--- src/pdl_pkg.sv ---
// constants and field layout of the device control, device status and link capability registers
package pdl_pkg;

  // configuration offsets
  localparam logic [7:0] DEV_CTL_OFFSET = 8'h78;
  localparam logic [7:0] DEV_STS_OFFSET = 8'h7a;
  localparam logic [7:0] LINK_CAP_OFFSET = 8'h7c;

  // device control layout
  localparam logic [15:0] DEV_CTL_RESET = 16'h2810;
  localparam logic [15:0] DEV_CTL_RW_MASK = 16'h7dff;
  localparam logic [15:0] DEV_CTL_AUX_MASK = 16'h0400;
  localparam int FLR_BIT = 15;
  localparam int READ_REQ_LSB = 12;
  localparam int SNOOP_SKIP_BIT = 11;
  localparam int AUX_PM_BIT = 10;
  localparam int PHANTOM_BIT = 9;
  localparam int EXT_TAG_BIT = 8;
  localparam int PAYLOAD_LSB = 5;
  localparam int RELAX_ORD_BIT = 4;
  localparam int REPORT_LSB = 0;

  // read request size decode
  localparam logic [12:0] READ_REQ_BASE_BYTES = 13'h0080;
  localparam logic [12:0] READ_REQ_TOP_BYTES = 13'h1000;
  localparam logic [12:0] READ_REQ_RESET_BYTES = 13'h0200;
  localparam logic [2:0] READ_REQ_MAX_CODE = 3'h5;

  // device status layout
  localparam logic [9:0] STS_RSVD_VALUE = 10'h000;
  localparam int STS_CLR_LSB = 16;

  // link capability fields
  localparam logic [7:0] LCAP_PORT_NUM = 8'h00;
  localparam logic [4:0] LCAP_RSVD = 5'h00;
  localparam logic LCAP_CLOCK_PM = 1'b1;
  localparam logic [1:0] LCAP_ASPM = 2'h3;
  localparam logic [5:0] LCAP_LANES = 6'h01;
  localparam logic [3:0] LCAP_RATE = 4'h2;

endpackage

--- src/pdl_regs.sv ---
// device control, device status and link capability register logic
`timescale 1ns/1ps
module pdl_regs
(
  // clock and resets
  input wire logic ref_clk_i,
  input wire logic rst_b_i,
  input wire logic func_rst_i,
  // configuration access
  input wire logic cfg_rd_i,
  input wire logic cfg_wr_i,
  input wire logic [7:0] cfg_addr_i,
  input wire logic [3:0] cfg_be_i,
  input wire logic [31:0] cfg_wdata_i,
  output logic [31:0] cfg_rdata_o,
  output logic cfg_rvalid_o,
  // hardware events and state
  input wire logic [3:0] err_detect_i,
  input wire logic transaction_outstanding_i,
  input wire logic aux_power_sense_pin_i,
  // exit latency settings and link control
  input wire logic [2:0] l1_exit_setting_async_i,
  input wire logic [2:0] l1_exit_setting_shared_clock_i,
  input wire logic [2:0] l0s_exit_setting_async_i,
  input wire logic [2:0] l0s_exit_setting_shared_clock_i,
  input wire logic common_clock_cfg_i,
  // upstream request header
  input wire logic req_vc_nonzero_i,
  output logic req_no_snoop_o,
  // control outputs
  output logic function_reset_o,
  output logic [2:0] read_request_size_limit_o,
  output logic [12:0] read_request_max_bytes_o,
  output logic [2:0] payload_size_limit_o,
  output logic extended_tag_enable_o,
  output logic relaxed_ordering_enable_o,
  output logic [3:0] report_enable_o,
  output logic snoop_skip_enable_o,
  output logic aux_power_mgmt_enable_o,
  // status outputs
  output logic [3:0] error_seen_o,
  output logic aux_power_present_o
);

  typedef struct packed {
    logic [15:0] ctl;
    logic [3:0] err;
    logic aux_meta;
    logic aux_sync;
    logic [31:0] rdata;
    logic rvalid;
    logic flr;
    logic no_snoop;
    logic [12:0] max_bytes;
  } pdl_state_t;

  pdl_state_t state_reg;
  pdl_state_t state_next;

  logic hit_ctl;
  logic hit_cap;
  logic [15:0] wr_mask;
  logic [15:0] wr_ctl;
  logic [3:0] err_clr;
  logic flr_req;
  logic [2:0] l1_sel;
  logic [2:0] l0s_sel;
  logic [15:0] ctl_view;
  logic [15:0] sts_view;
  logic [31:0] cap_view;

  always_comb
  begin
    hit_ctl = (cfg_addr_i[7:2] == pdl_pkg::DEV_CTL_OFFSET[7:2]);
    hit_cap = (cfg_addr_i[7:2] == pdl_pkg::LINK_CAP_OFFSET[7:2]);
    // exit latency source follows the common clock bit
    l1_sel = common_clock_cfg_i ? l1_exit_setting_shared_clock_i
                                : l1_exit_setting_async_i;
    l0s_sel = common_clock_cfg_i ? l0s_exit_setting_shared_clock_i
                                 : l0s_exit_setting_async_i;
    cap_view = {pdl_pkg::LCAP_PORT_NUM,
                pdl_pkg::LCAP_RSVD,
                pdl_pkg::LCAP_CLOCK_PM,
                l1_sel, l0s_sel,
                pdl_pkg::LCAP_ASPM,
                pdl_pkg::LCAP_LANES,
                pdl_pkg::LCAP_RATE};
    // trigger and phantom bits are never stored
    ctl_view = state_reg.ctl & pdl_pkg::DEV_CTL_RW_MASK;
    sts_view = {pdl_pkg::STS_RSVD_VALUE,
                transaction_outstanding_i,
                state_reg.aux_sync,
                state_reg.err};
    wr_mask = {{8{cfg_be_i[1]}}, {8{cfg_be_i[0]}}} & pdl_pkg::DEV_CTL_RW_MASK;
    wr_ctl = state_reg.ctl;
    err_clr = 4'h0;
    flr_req = 1'b0;
    if (cfg_wr_i && hit_ctl)
    begin
      wr_ctl = (state_reg.ctl & ~wr_mask) | (cfg_wdata_i[15:0] & wr_mask);
      flr_req = cfg_be_i[1] && cfg_wdata_i[pdl_pkg::FLR_BIT];
      if (cfg_be_i[2])
      begin
        err_clr = cfg_wdata_i[pdl_pkg::STS_CLR_LSB +: 4];
      end
    end
    flr_req = flr_req || func_rst_i;

    state_next = state_reg;
    state_next.aux_meta = aux_power_sense_pin_i;
    state_next.aux_sync = state_reg.aux_meta;
    state_next.ctl = wr_ctl;
    // hardware set wins over a clearing write
    state_next.err = (state_reg.err & ~err_clr) | err_detect_i;
    if (flr_req)
    begin
      state_next.ctl = (pdl_pkg::DEV_CTL_RESET & ~pdl_pkg::DEV_CTL_AUX_MASK)
                     | (wr_ctl & pdl_pkg::DEV_CTL_AUX_MASK);
      state_next.err = err_detect_i;
    end
    state_next.flr = flr_req;
    state_next.no_snoop = req_vc_nonzero_i && state_next.ctl[pdl_pkg::SNOOP_SKIP_BIT];
    if (state_next.ctl[pdl_pkg::READ_REQ_LSB +: 3] > pdl_pkg::READ_REQ_MAX_CODE)
    begin
      state_next.max_bytes = pdl_pkg::READ_REQ_TOP_BYTES;
    end
    else
    begin
      state_next.max_bytes = 13'(pdl_pkg::READ_REQ_BASE_BYTES
                                 << state_next.ctl[pdl_pkg::READ_REQ_LSB +: 3]);
    end
    state_next.rvalid = cfg_rd_i;
    if (cfg_rd_i)
    begin
      if (hit_ctl)
      begin
        state_next.rdata = {sts_view, ctl_view};
      end
      else if (hit_cap)
      begin
        state_next.rdata = cap_view;
      end
      else
      begin
        state_next.rdata = 32'h0000_0000;
      end
    end
  end

  always_ff @(posedge ref_clk_i)
  begin
    if (!rst_b_i)
    begin
      state_reg.ctl <= pdl_pkg::DEV_CTL_RESET;
      state_reg.err <= 4'h0;
      state_reg.aux_meta <= 1'b0;
      state_reg.aux_sync <= 1'b0;
      state_reg.rdata <= 32'h0000_0000;
      state_reg.rvalid <= 1'b0;
      state_reg.flr <= 1'b0;
      state_reg.no_snoop <= 1'b0;
      state_reg.max_bytes <= pdl_pkg::READ_REQ_RESET_BYTES;
    end
    else
    begin
      state_reg <= state_next;
    end
  end

  assign cfg_rdata_o = state_reg.rdata;
  assign cfg_rvalid_o = state_reg.rvalid;
  assign req_no_snoop_o = state_reg.no_snoop;
  assign function_reset_o = state_reg.flr;
  assign read_request_size_limit_o = state_reg.ctl[pdl_pkg::READ_REQ_LSB +: 3];
  assign read_request_max_bytes_o = state_reg.max_bytes;
  assign payload_size_limit_o = state_reg.ctl[pdl_pkg::PAYLOAD_LSB +: 3];
  assign extended_tag_enable_o = state_reg.ctl[pdl_pkg::EXT_TAG_BIT];
  assign relaxed_ordering_enable_o = state_reg.ctl[pdl_pkg::RELAX_ORD_BIT];
  assign report_enable_o = state_reg.ctl[pdl_pkg::REPORT_LSB +: 4];
  assign snoop_skip_enable_o = state_reg.ctl[pdl_pkg::SNOOP_SKIP_BIT];
  assign aux_power_mgmt_enable_o = state_reg.ctl[pdl_pkg::AUX_PM_BIT];
  assign error_seen_o = state_reg.err;
  assign aux_power_present_o = state_reg.aux_sync;
endmodule // pdl_regs

--- config.mk ---
export PLATFORM = sky130hd
export DESIGN_NAME = pdl_regs
export DESIGN_NICKNAME = d
export VERILOG_FILES = /design/src/pdl_pkg.sv /design/src/pdl_regs.sv
export SDC_FILE = /design/constraint.sdc
export NUM_CORES = 1
export LEC_CHECK = 0
export ABC_CLOCK_PERIOD_IN_PS = 1800
export BUFFER_PORTS_ARGS = -buffer_cell sky130_fd_sc_hd__buf_2
export CAP_MARGIN = 10
export CORE_ASPECT_RATIO = 1.1
export CORE_MARGIN = 4
export CORE_UTILIZATION = 42
export CTS_CLUSTER_SIZE = 20
export DETAILED_ROUTE_END_ITERATION = 10
export PLACE_DENSITY_LB_ADDON = 0.12
export SYNTH_ARGS = -nofsm -noshare
export SYNTH_HDL_FRONTEND = slang
export SYNTH_SLANG_ARGS = --single-unit
--- constraint.sdc ---
create_clock -name ref_clk_i -period 1.8 [get_ports ref_clk_i]
set_clock_uncertainty 0.1 [all_clocks]
set_input_delay 0.09 -clock ref_clk_i [delete_from_list [all_inputs] [get_ports ref_clk_i]]
set_output_delay 0.09 -clock ref_clk_i [all_outputs]
set_load 0.01 [all_outputs]
==> metrics.txt, run 1 <==
status=complete, no violations; Slew headroom=0.2113; setup ws final=around 0.4 ns; Setup violations, final=0; Root Buffer=clkbuf_8; via count of the first global-routing pass=1868; Achievable Freq=714.9 MHz; clk buf depth=2; Pre-antenna DRT Iters=4; Commonest cells post-synth=dfxtp_1, buf_4, nor2_1; Initial DRC Count=66; Layout fillers=448; power per cell area=689.4 nW/µm²; Synth area leaders=dfxtp_1, buf_4, mux2i_1; Cells after DPL=363; Syn Inst Count=around 210; met3 Usage GRT=0.04479; Distinct cells, synth=40; grt met2 use=0.3195; WP data required=approximately 1.9 ns; crit path kind=input pin to flip-flop; FP Rows=26; DRC Markers=0; Synth area leader=dfxtp_1; Syn. warnings=0; number of buffers created by CTS=5; GPL Wtd Cong=0.8076; Setup TNS=0 ns; grt ovf=0; RSZ-0062 raised after global routing=false; CP max FO=4; Async SR Flop Fraction=0; Yosys top cell area share=0.4739; Area Overhead vs Synth=36.97%; Die H=82.38 µm; Resize count post-CTS=0; clk sinks=50; EDFF count, synth=0; Antenna Cells=0; dominant synthesized flop cell=dfxtp_1; DP HPWL=around 4300 µm; global route hottest layer=met2; Avg Cell Area, Syn=9.916 µm²; hold buffer count at CTS=21; Setup WS pre-CTS=0.1662 ns; CTS clk-pin slew, worst paths=about 0.080 ns; max_cap viols=0; WL/cell=14.55 µm; core footprint=4750 µm²; Hold WC Path Type=input pin to flip-flop; startpoint types=input pin; # IOs=136; Global Route met1 Usage=0.2162; Seq/Total Area, Yosys=0.4739; # H-tree levels=2; Slew Viols, Final=0; initial antenna violation count=0; starting density of the core=0.4447; worst-margin pin slew=1.181 ns; first-pass GRT wire length=between 8000 and 9000 µm; Setup crit end kind=flip-flop; register bit total from synthesis=50; area of the multi-input gates=969.7 µm²; Finished Layout Cells=around 390; largest net degree at the start of global routing=18; Crit path arrival time=between 1 and 1.5 ns; Routed Antenna Nets=0; Routed WL=5702 µm; CTS tree=built; leakage power=1.441 nW; Post-CTS Setup Inserts=0; minimum clock period=approximately 1.4 ns; maximum VDD drop=0.3421 mV; chip width=75.61 µm; Cell Area, Synth=about 2100 µm²; most frequent cell after synthesis=dfxtp_1; die area=around 6200 µm²; Vias=2003; latest clock arrival within the worst-skew pair=0.29 ns; vias per inst=5.110; Total GRT Usage=0.1805; PortBufs=101; fin crit share=0.7771; final net count=404; Final Hold Fails=0; layout cells sized above 1=0.3542; Register Area=~1000 µm²
==> path summary, 6_finish.rpt <==
| kind | from | endpoint | slack, ns | cells after the start |
|---|---|---|---|---|
| max | cfg_wdata_i[13] | read_request_max_bytes_o[12]$_SDFF_PN0_ | 0.40 | 4 |
| min | cfg_wdata_i[14] | read_request_max_bytes_o[8]$_SDFF_PP0_ | 0.02 | 4 |
| max reg2reg | read_request_size_limit_o[1]$_SDFF_PN1_ | read_request_max_bytes_o[12]$_SDFF_PN0_ | 0.65 | 2 |
| min reg2reg | state_next[48]$_SDFF_PN0_ | aux_power_present_o$_SDFF_PN0_ | 0.35 | 1 |
==> worst max-delay path: stages <==
cell and delay (ns):
dlygate4sd3_1 0.52, buf_2 0.14, or4_1 0.54, and3_1 0.19
==> cells by family after synthesis <==
family | count (synthesis) | share of synthesized area
buf+inv | 31 | 0.09715
other cells | 1 | 0.001776
compound gates | 48 | 0.1754
flops | 50 | 0.4739
simple gates | 69 | 0.1848
mux | 14 | 0.06694
==> metal layers <==
metal  routed length, µm  share of wire
met1                2347           0.41
met2                2795           0.49
met3                 511          0.090
met4                  48         0.0084
met5                   0              0
==> power breakdown <==
part	internal [mW]	switching [mW]
clock	0.310	0.336
combinational	0.111	0.111
sequential	1.12	0.00770
total	1.54	0.454
==> per-stage QoR <==
step / utilization / instance area (µm²) / hold WS (ns) / power (mW)
floorplan: - / 2176 / 0.1120 / 1.272
global placement: 0.5456 / 2591 / 0.1963 / 1.335
detailed placement: 0.5456 / 2591 / 0.2021 / 1.336
CTS: 0.6091 / 2893 / 0.005375 / 2.023
global route: 0.6091 / 2893 / 0.01649 / 2.090
finish: 0.6091 / 2893 / 0.01958 / 1.994
==> placed cells by master, fill, tap and decap left out, types with 2 or more instances in the layout <==
cell type	netlist	final
a221o_1	5	5
nand4_1	8	8
nand3_1	7	7
nand2b_1	7	7
a21boi_1	7	7
buf_2	5	101
a22o_1	10	10
a32o_1	4	4
conb_1	1	18
dlygate4sd3_1	0	21
inv_1	2	2
nor2b_1	4	4
dfxtp_1	50	50
nand2_1	10	10
nand4_2	2	2
a21oi_1	9	9
clkbuf_8	0	6
and2_1	4	4
o211ai_1	5	5
mux2i_1	13	13
buf_4	18	5
o21ai_0	3	3
nor2_1	17	17
==> area by class of cell <==
cell class | count | share of cell area
tap | 56 | 0.02422
timing repair buffer | 127 | 0.2604
inverter | 2 | 0.002595
clock inverter | 1 | 0.001730
sequential | 50 | 0.3460
clock buffer | 7 | 0.02984
multi-input combinational | 149 | 0.3352
No activity file was read; power rests on OpenSTA's default activity.
==> run 2, diff against run 1 <==
--- a/config.mk
+++ b/config.mk
@@ -5,7 +5,7 @@
 export SDC_FILE = /design/constraint.sdc
 export NUM_CORES = 1
 export LEC_CHECK = 0
-export ABC_CLOCK_PERIOD_IN_PS = 1800
+export ABC_CLOCK_PERIOD_IN_PS = 1300
 export BUFFER_PORTS_ARGS = -buffer_cell sky130_fd_sc_hd__buf_2
 export CAP_MARGIN = 10
 export CORE_ASPECT_RATIO = 1.1
==> constraint.sdc (replaced) <==
create_clock -name ref_clk_i -period 1.3 [get_ports ref_clk_i]
set_clock_uncertainty 0.1 [all_clocks]
set_input_delay 0.065 -clock ref_clk_i [delete_from_list [all_inputs] [get_ports ref_clk_i]]
set_output_delay 0.065 -clock ref_clk_i [all_outputs]
set_load 0.01 [all_outputs]
==> metrics.txt, run 2 (same netlist as run 1, synthesis figures left out) <==
startpoint types=input pin; Routed Antenna Nets=0; via count of the first global-routing pass=1821; Initial DRC Count=100; DP HPWL=4375 µm; # IOs=around 140; maximum VDD drop=0.4796 mV; Clock power frac=0.361; Max Used Layer=met4; Routed WL=5790 µm; vias per inst=about 5; CTS clk-pin slew, worst paths=0.09 ns; core footprint=4750 µm²; hold_ws=0.01325 ns; chip width=75.61 µm; Post-CTS Setup Inserts=0; Seq pwr share=0.526; WP data required=1.43 ns; layout cells sized above 1=0.3778; largest net degree at the start of global routing=16; Antenna Cells=0; switching share of power=0.2249; initial antenna violation count=0; starting density of the core=0.4447; largest stage delay on the critical path=0.53 ns; cells along the critical path=dlygate4sd3_1 > buf_2 > inv_1 > nand4_1 > a21oi_1 > a21boi_1; most common cell after layout, fill and taps aside=buf_2; CTS tree=built; commonest non-fill, non-tap cells in the layout=buf_2, dfxtp_1, dlygate4sd3_1, conb_1, nor2_1; clk sinks=50; latest clock arrival within the worst-skew pair=0.30 ns; Achievable Freq=808.2 MHz; Area Overhead vs Synth=45.20%; Hold WC Path Type=input pin to flip-flop; cell area after layout=3067 µm²; Final Hold Fails=0; worst r2r path cells=2; fin crit share=0.9518; WL met2=roughly 2800 µm; worst-margin pin slew=0.6541 ns; Comb power frac=0.114; leakage power=about 1.5 nW; wire length on met1=2432 µm; CP max FO=4; Vias=2033; Crit-path slowest cell=dlygate4sd3_1; Die H=around 82 µm; Hold Crit Depth=4; Setup crit end kind=flip-flop; die area=6228 µm²; Pre-antenna DRT Iters=4; Slew headroom=0.5620; PortBufs=101; WL/cell=14.19 µm; first-pass GRT wire length=8618 µm; number of buffers created by CTS=5; Setup violations, final=0; Setup TNS=0 ns; PnR Total Power=a little under 3 mW; RSZ-0062 raised after global routing=false; minimum clock period=1.237 ns; Slew Viols, Final=0; internal power=approximately 2.3 mW; # H-tree levels=2; grt ovf=0; FP Rows=26; max_cap viols=0; DR WL met3=roughly 550 µm; status=complete, no violations; Root Buffer=clkbuf_8; GPL Wtd Cong=0.8899; Crit path arrival time=1.37 ns; Total GRT Usage=0.1844; DRC Markers=0; NetSw=approximately 0.67 mW; crit path kind=input pin to flip-flop; final net count=420; clk buf depth=2; placed inst area=2714 µm²; power per cell area=between 900 and 1000 nW/µm²
run 2: cell types whose count changed in the layout (fill, tap and decap cells not counted):
cell           before  now
clkinv_2            1    0
clkbuf_8            6    5
buf_12              0    2
clkinvlp_4          0    1
dlygate4sd3_1      21   24
buf_4               5   16
nor2b_2             0    1
nor2b_1             4    3
bufinv_16           0    1
run 2: power groups by stage:
stage                     logic, mW  registers (mW)  clock network, mW
after floorplan               0.156            1.60                  0
after global placement        0.278            1.60                  0
after detailed placement      0.279            1.60                  0
after CTS                     0.335            1.56               1.10
after global routing          0.372            1.56               1.17
final                         0.338            1.56               1.07
run 2: final cells by class:
cell class                      count  area [µm²]
Clock buffer                        6       72.57
Clock inverter                      2       37.54
Fill cell                         427        1683
Inverter                            2       7.507
Multi-Input combinational cell    149       972.2
Sequential cell                    50        1001
Tap cell                           56       70.07
Timing Repair Buffer              143       905.9
run 2: timing repair:
item	in CTS	in global routing
setup endpoints to repair	0	2
hold endpoints to repair	23	0
hold buffers	24	0
gates resized for setup	0	1
run 2: worst paths after layout:
kind / start / endpoint / slack (ns)
max reg2reg: read_request_size_limit_o[1]$_SDFF_PN1_ / read_request_max_bytes_o[12]$_SDFF_PN0_ / 0.16
min reg2reg: state_next[48]$_SDFF_PN0_ / aux_power_present_o$_SDFF_PN0_ / 0.34
min: l1_exit_setting_async_i[2] / cfg_rdata_o[17]$_SDFFE_PN0P_ / 0.01
max: cfg_wdata_i[15] / read_request_max_bytes_o[11]$_SDFF_PP0_ / 0.06
run 2: critical path: cells and delay by family:
kind	cells	cell delay, ns
AOI/OAI and AO/OA	2	0.45
and+or+nand+nor	1	0.08
buffers and inverters	3	0.78
run 2: per-stage QoR:
stage | utilization | cells | worst slack [ns]
floorplan | - | 230 | -0.05161
global placement | 0.5714 | 376 | -0.2000
detailed placement | 0.5714 | 376 | -0.1842
CTS | 0.6452 | 408 | 0.06832
global route | 0.6457 | 408 | 0.001185
finish | 0.6457 | 408 | 0.06262
run 2: per-layer routing:
metal,track usage,vias up
li1,-,1012
met1,0.2294,921
met2,0.3126,92
met3,0.05085,8
met4,0.04720,0
met5,0,-
==> run 3, diff against run 2 <==
--- a/config.mk
+++ b/config.mk
@@ -10,7 +10,7 @@
 export CAP_MARGIN = 10
 export CORE_ASPECT_RATIO = 1.1
 export CORE_MARGIN = 4
-export CORE_UTILIZATION = 42
+export CORE_UTILIZATION = 35
 export CTS_CLUSTER_SIZE = 20
 export DETAILED_ROUTE_END_ITERATION = 10
 export PLACE_DENSITY_LB_ADDON = 0.12
==> metrics.txt, run 3 (same netlist as run 1, synthesis figures left out) <==
PnR Total Power=approximately 2.9 mW; core footprint=5806 µm²; largest net degree at the start of global routing=16; first-pass GRT wire length=9377 µm; Setup WS pre-CTS=-0.1285 ns; Vias=2038; GPL Wtd Cong=a little over 0.9; startpoint types=flip-flop; minimum clock period=1.134 ns; min-delay src=cfg_wdata_i[13]; Slew Viols, Final=0; Routed WL=6122 µm; layout cells sized above 1=0.3889; crit path kind=flip-flop to flip-flop; Layout fillers=565; leakage power=1.569 nW; flop2flop setup slack=0.17 ns; vias per inst=4.664; Final Core Density=0.5405; latest clock arrival within the worst-skew pair=0.30 ns; CTS clk-pin slew, worst paths=0.09 ns; # H-tree levels=2; DRC Markers=0; CTS tree=built; Pre-antenna DRT Iters=4; CP max FO=6; Hold WC Path Type=input pin to flip-flop; Final Hold Fails=1; Routed Antenna Nets=0; initial antenna violation count=0; PortBufs=roughly 100; DP HPWL=4725 µm; worst r2r path cells=2; area of the multi-input gates=969.7 µm²; Hold Crit Depth=3; starting density of the core=0.3638; most common cell after layout, fill and taps aside=buf_2; Register Area=around 1000 µm²; power per cell area=roughly 900 nW/µm²; Endpoint, Worst Hold=read_request_max_bytes_o[11]$_SDFF_PP0_; clk sinks=50; WP data required=1.40 ns; fin crit share=0.8722; via count of the first global-routing pass=between 1500 and 2000; Slew headroom=0.4838; grt ovf=0; Crit path arrival time=1.23 ns; die area=7343 µm²; Setup violations, final=0; number of buffers created by CTS=5; reg-to-reg endpoint=read_request_max_bytes_o[12]$_SDFF_PN0_; max_cap viols=0; Setup crit end kind=flip-flop; Area Overhead vs Synth=48.58%; Resize count post-CTS=0; Reg2Reg Launch Point=read_request_size_limit_o[0]$_SDFF_PN0_; Root Buffer=clkbuf_8; hold_ws=-0.005851 ns; Die H=89.48 µm; Achievable Freq=between 800 and 900 MHz; RSZ-0062 raised after global routing=false; WL/cell=14.01 µm; placed inst area=about 2800 µm²; maximum VDD drop=0.6052 mV; status=complete, but fails checks; failing checks=hold timing; clk buf depth=2; setup ws final=0.1662 ns; Initial DRC Count=59; Total GRT Usage=0.1673; final net count=428; FP Rows=29; Antenna Cells=0; cell area after layout=3138 µm²; chip width=82.07 µm; # IOs=136; worst-margin pin slew=0.7727 ns; commonest non-fill, non-tap cells in the layout=buf_2, dfxtp_1, dlygate4sd3_1, buf_4, conb_1
run 3: worst max-delay path: stages (launching register included):
cell	delay [ns]
dfxtp_1	0.38
or3_1	0.38
and3_1	0.18
run 3: layout make-up:
cell class | count | area share
clock buffers | 6 | 0.02632
clock inverters | 2 | 0.003987
inverters | 2 | 0.002392
multi-input cells | 149 | 0.3090
flip-flops and latches | 50 | 0.3190
well taps | 77 | 0.03070
repair buffers | 151 | 0.3086
run 3: per-layer routing:
metal | global-route usage | vias up | wire length (µm)
li1 | - | 1026 | -
met1 | 0.2047 | 935 | 2663
met2 | 0.2873 | 70 | 2957
met3 | 0.04335 | 7 | 417
met4 | 0.04985 | 0 | 83
met5 | 0 | - | 0
run 3: stage by stage:
| stage | std cells | TNS, ns |
|---|---|---|
| final | 437 | 0 |
| after floorplan | 230 | -0.05161 |
| after global placement | 404 | -2.319 |
| after global routing | 437 | 0 |
| after CTS | 435 | 0 |
| after detailed placement | 404 | -2.855 |
run 3: worst max path at each step:
stage,from,endpoint,slack [ns],cells after the start
after global routing,cfg_addr_i[7],cfg_rdata_o[10]$_SDFFE_PN0P_,0.11,6
after global placement,cfg_addr_i[2],read_request_max_bytes_o[12]$_SDFF_PN0_,-0.10,4
after detailed placement,cfg_addr_i[7],error_seen_o[0]$_SDFF_PN0_,-0.13,5
after CTS,read_request_size_limit_o[0]$_SDFF_PN0_,read_request_max_bytes_o[12]$_SDFF_PN0_,0.16,2
after floorplan,cfg_addr_i[5],read_request_max_bytes_o[12]$_SDFF_PN0_,-0.05,6
final,read_request_size_limit_o[0]$_SDFF_PN0_,read_request_max_bytes_o[12]$_SDFF_PN0_,0.17,2
run 3: repair_timing:
| action | CTS | global route |
|---|---|---|
| buffers inserted | 0 | 0 |
| hold buffers | 23 | 2 |
| hold endpoints to repair | 27 | 3 |
run 3: report_power, final:
| part | internal, mW | switching (mW) | leakage [nW] |
|---|---|---|---|
| logic | 0.188 | 0.166 | 1.12 |
| clock network | 0.428 | 0.507 | 0.0472 |
| registers | 1.55 | 0.0120 | 0.405 |
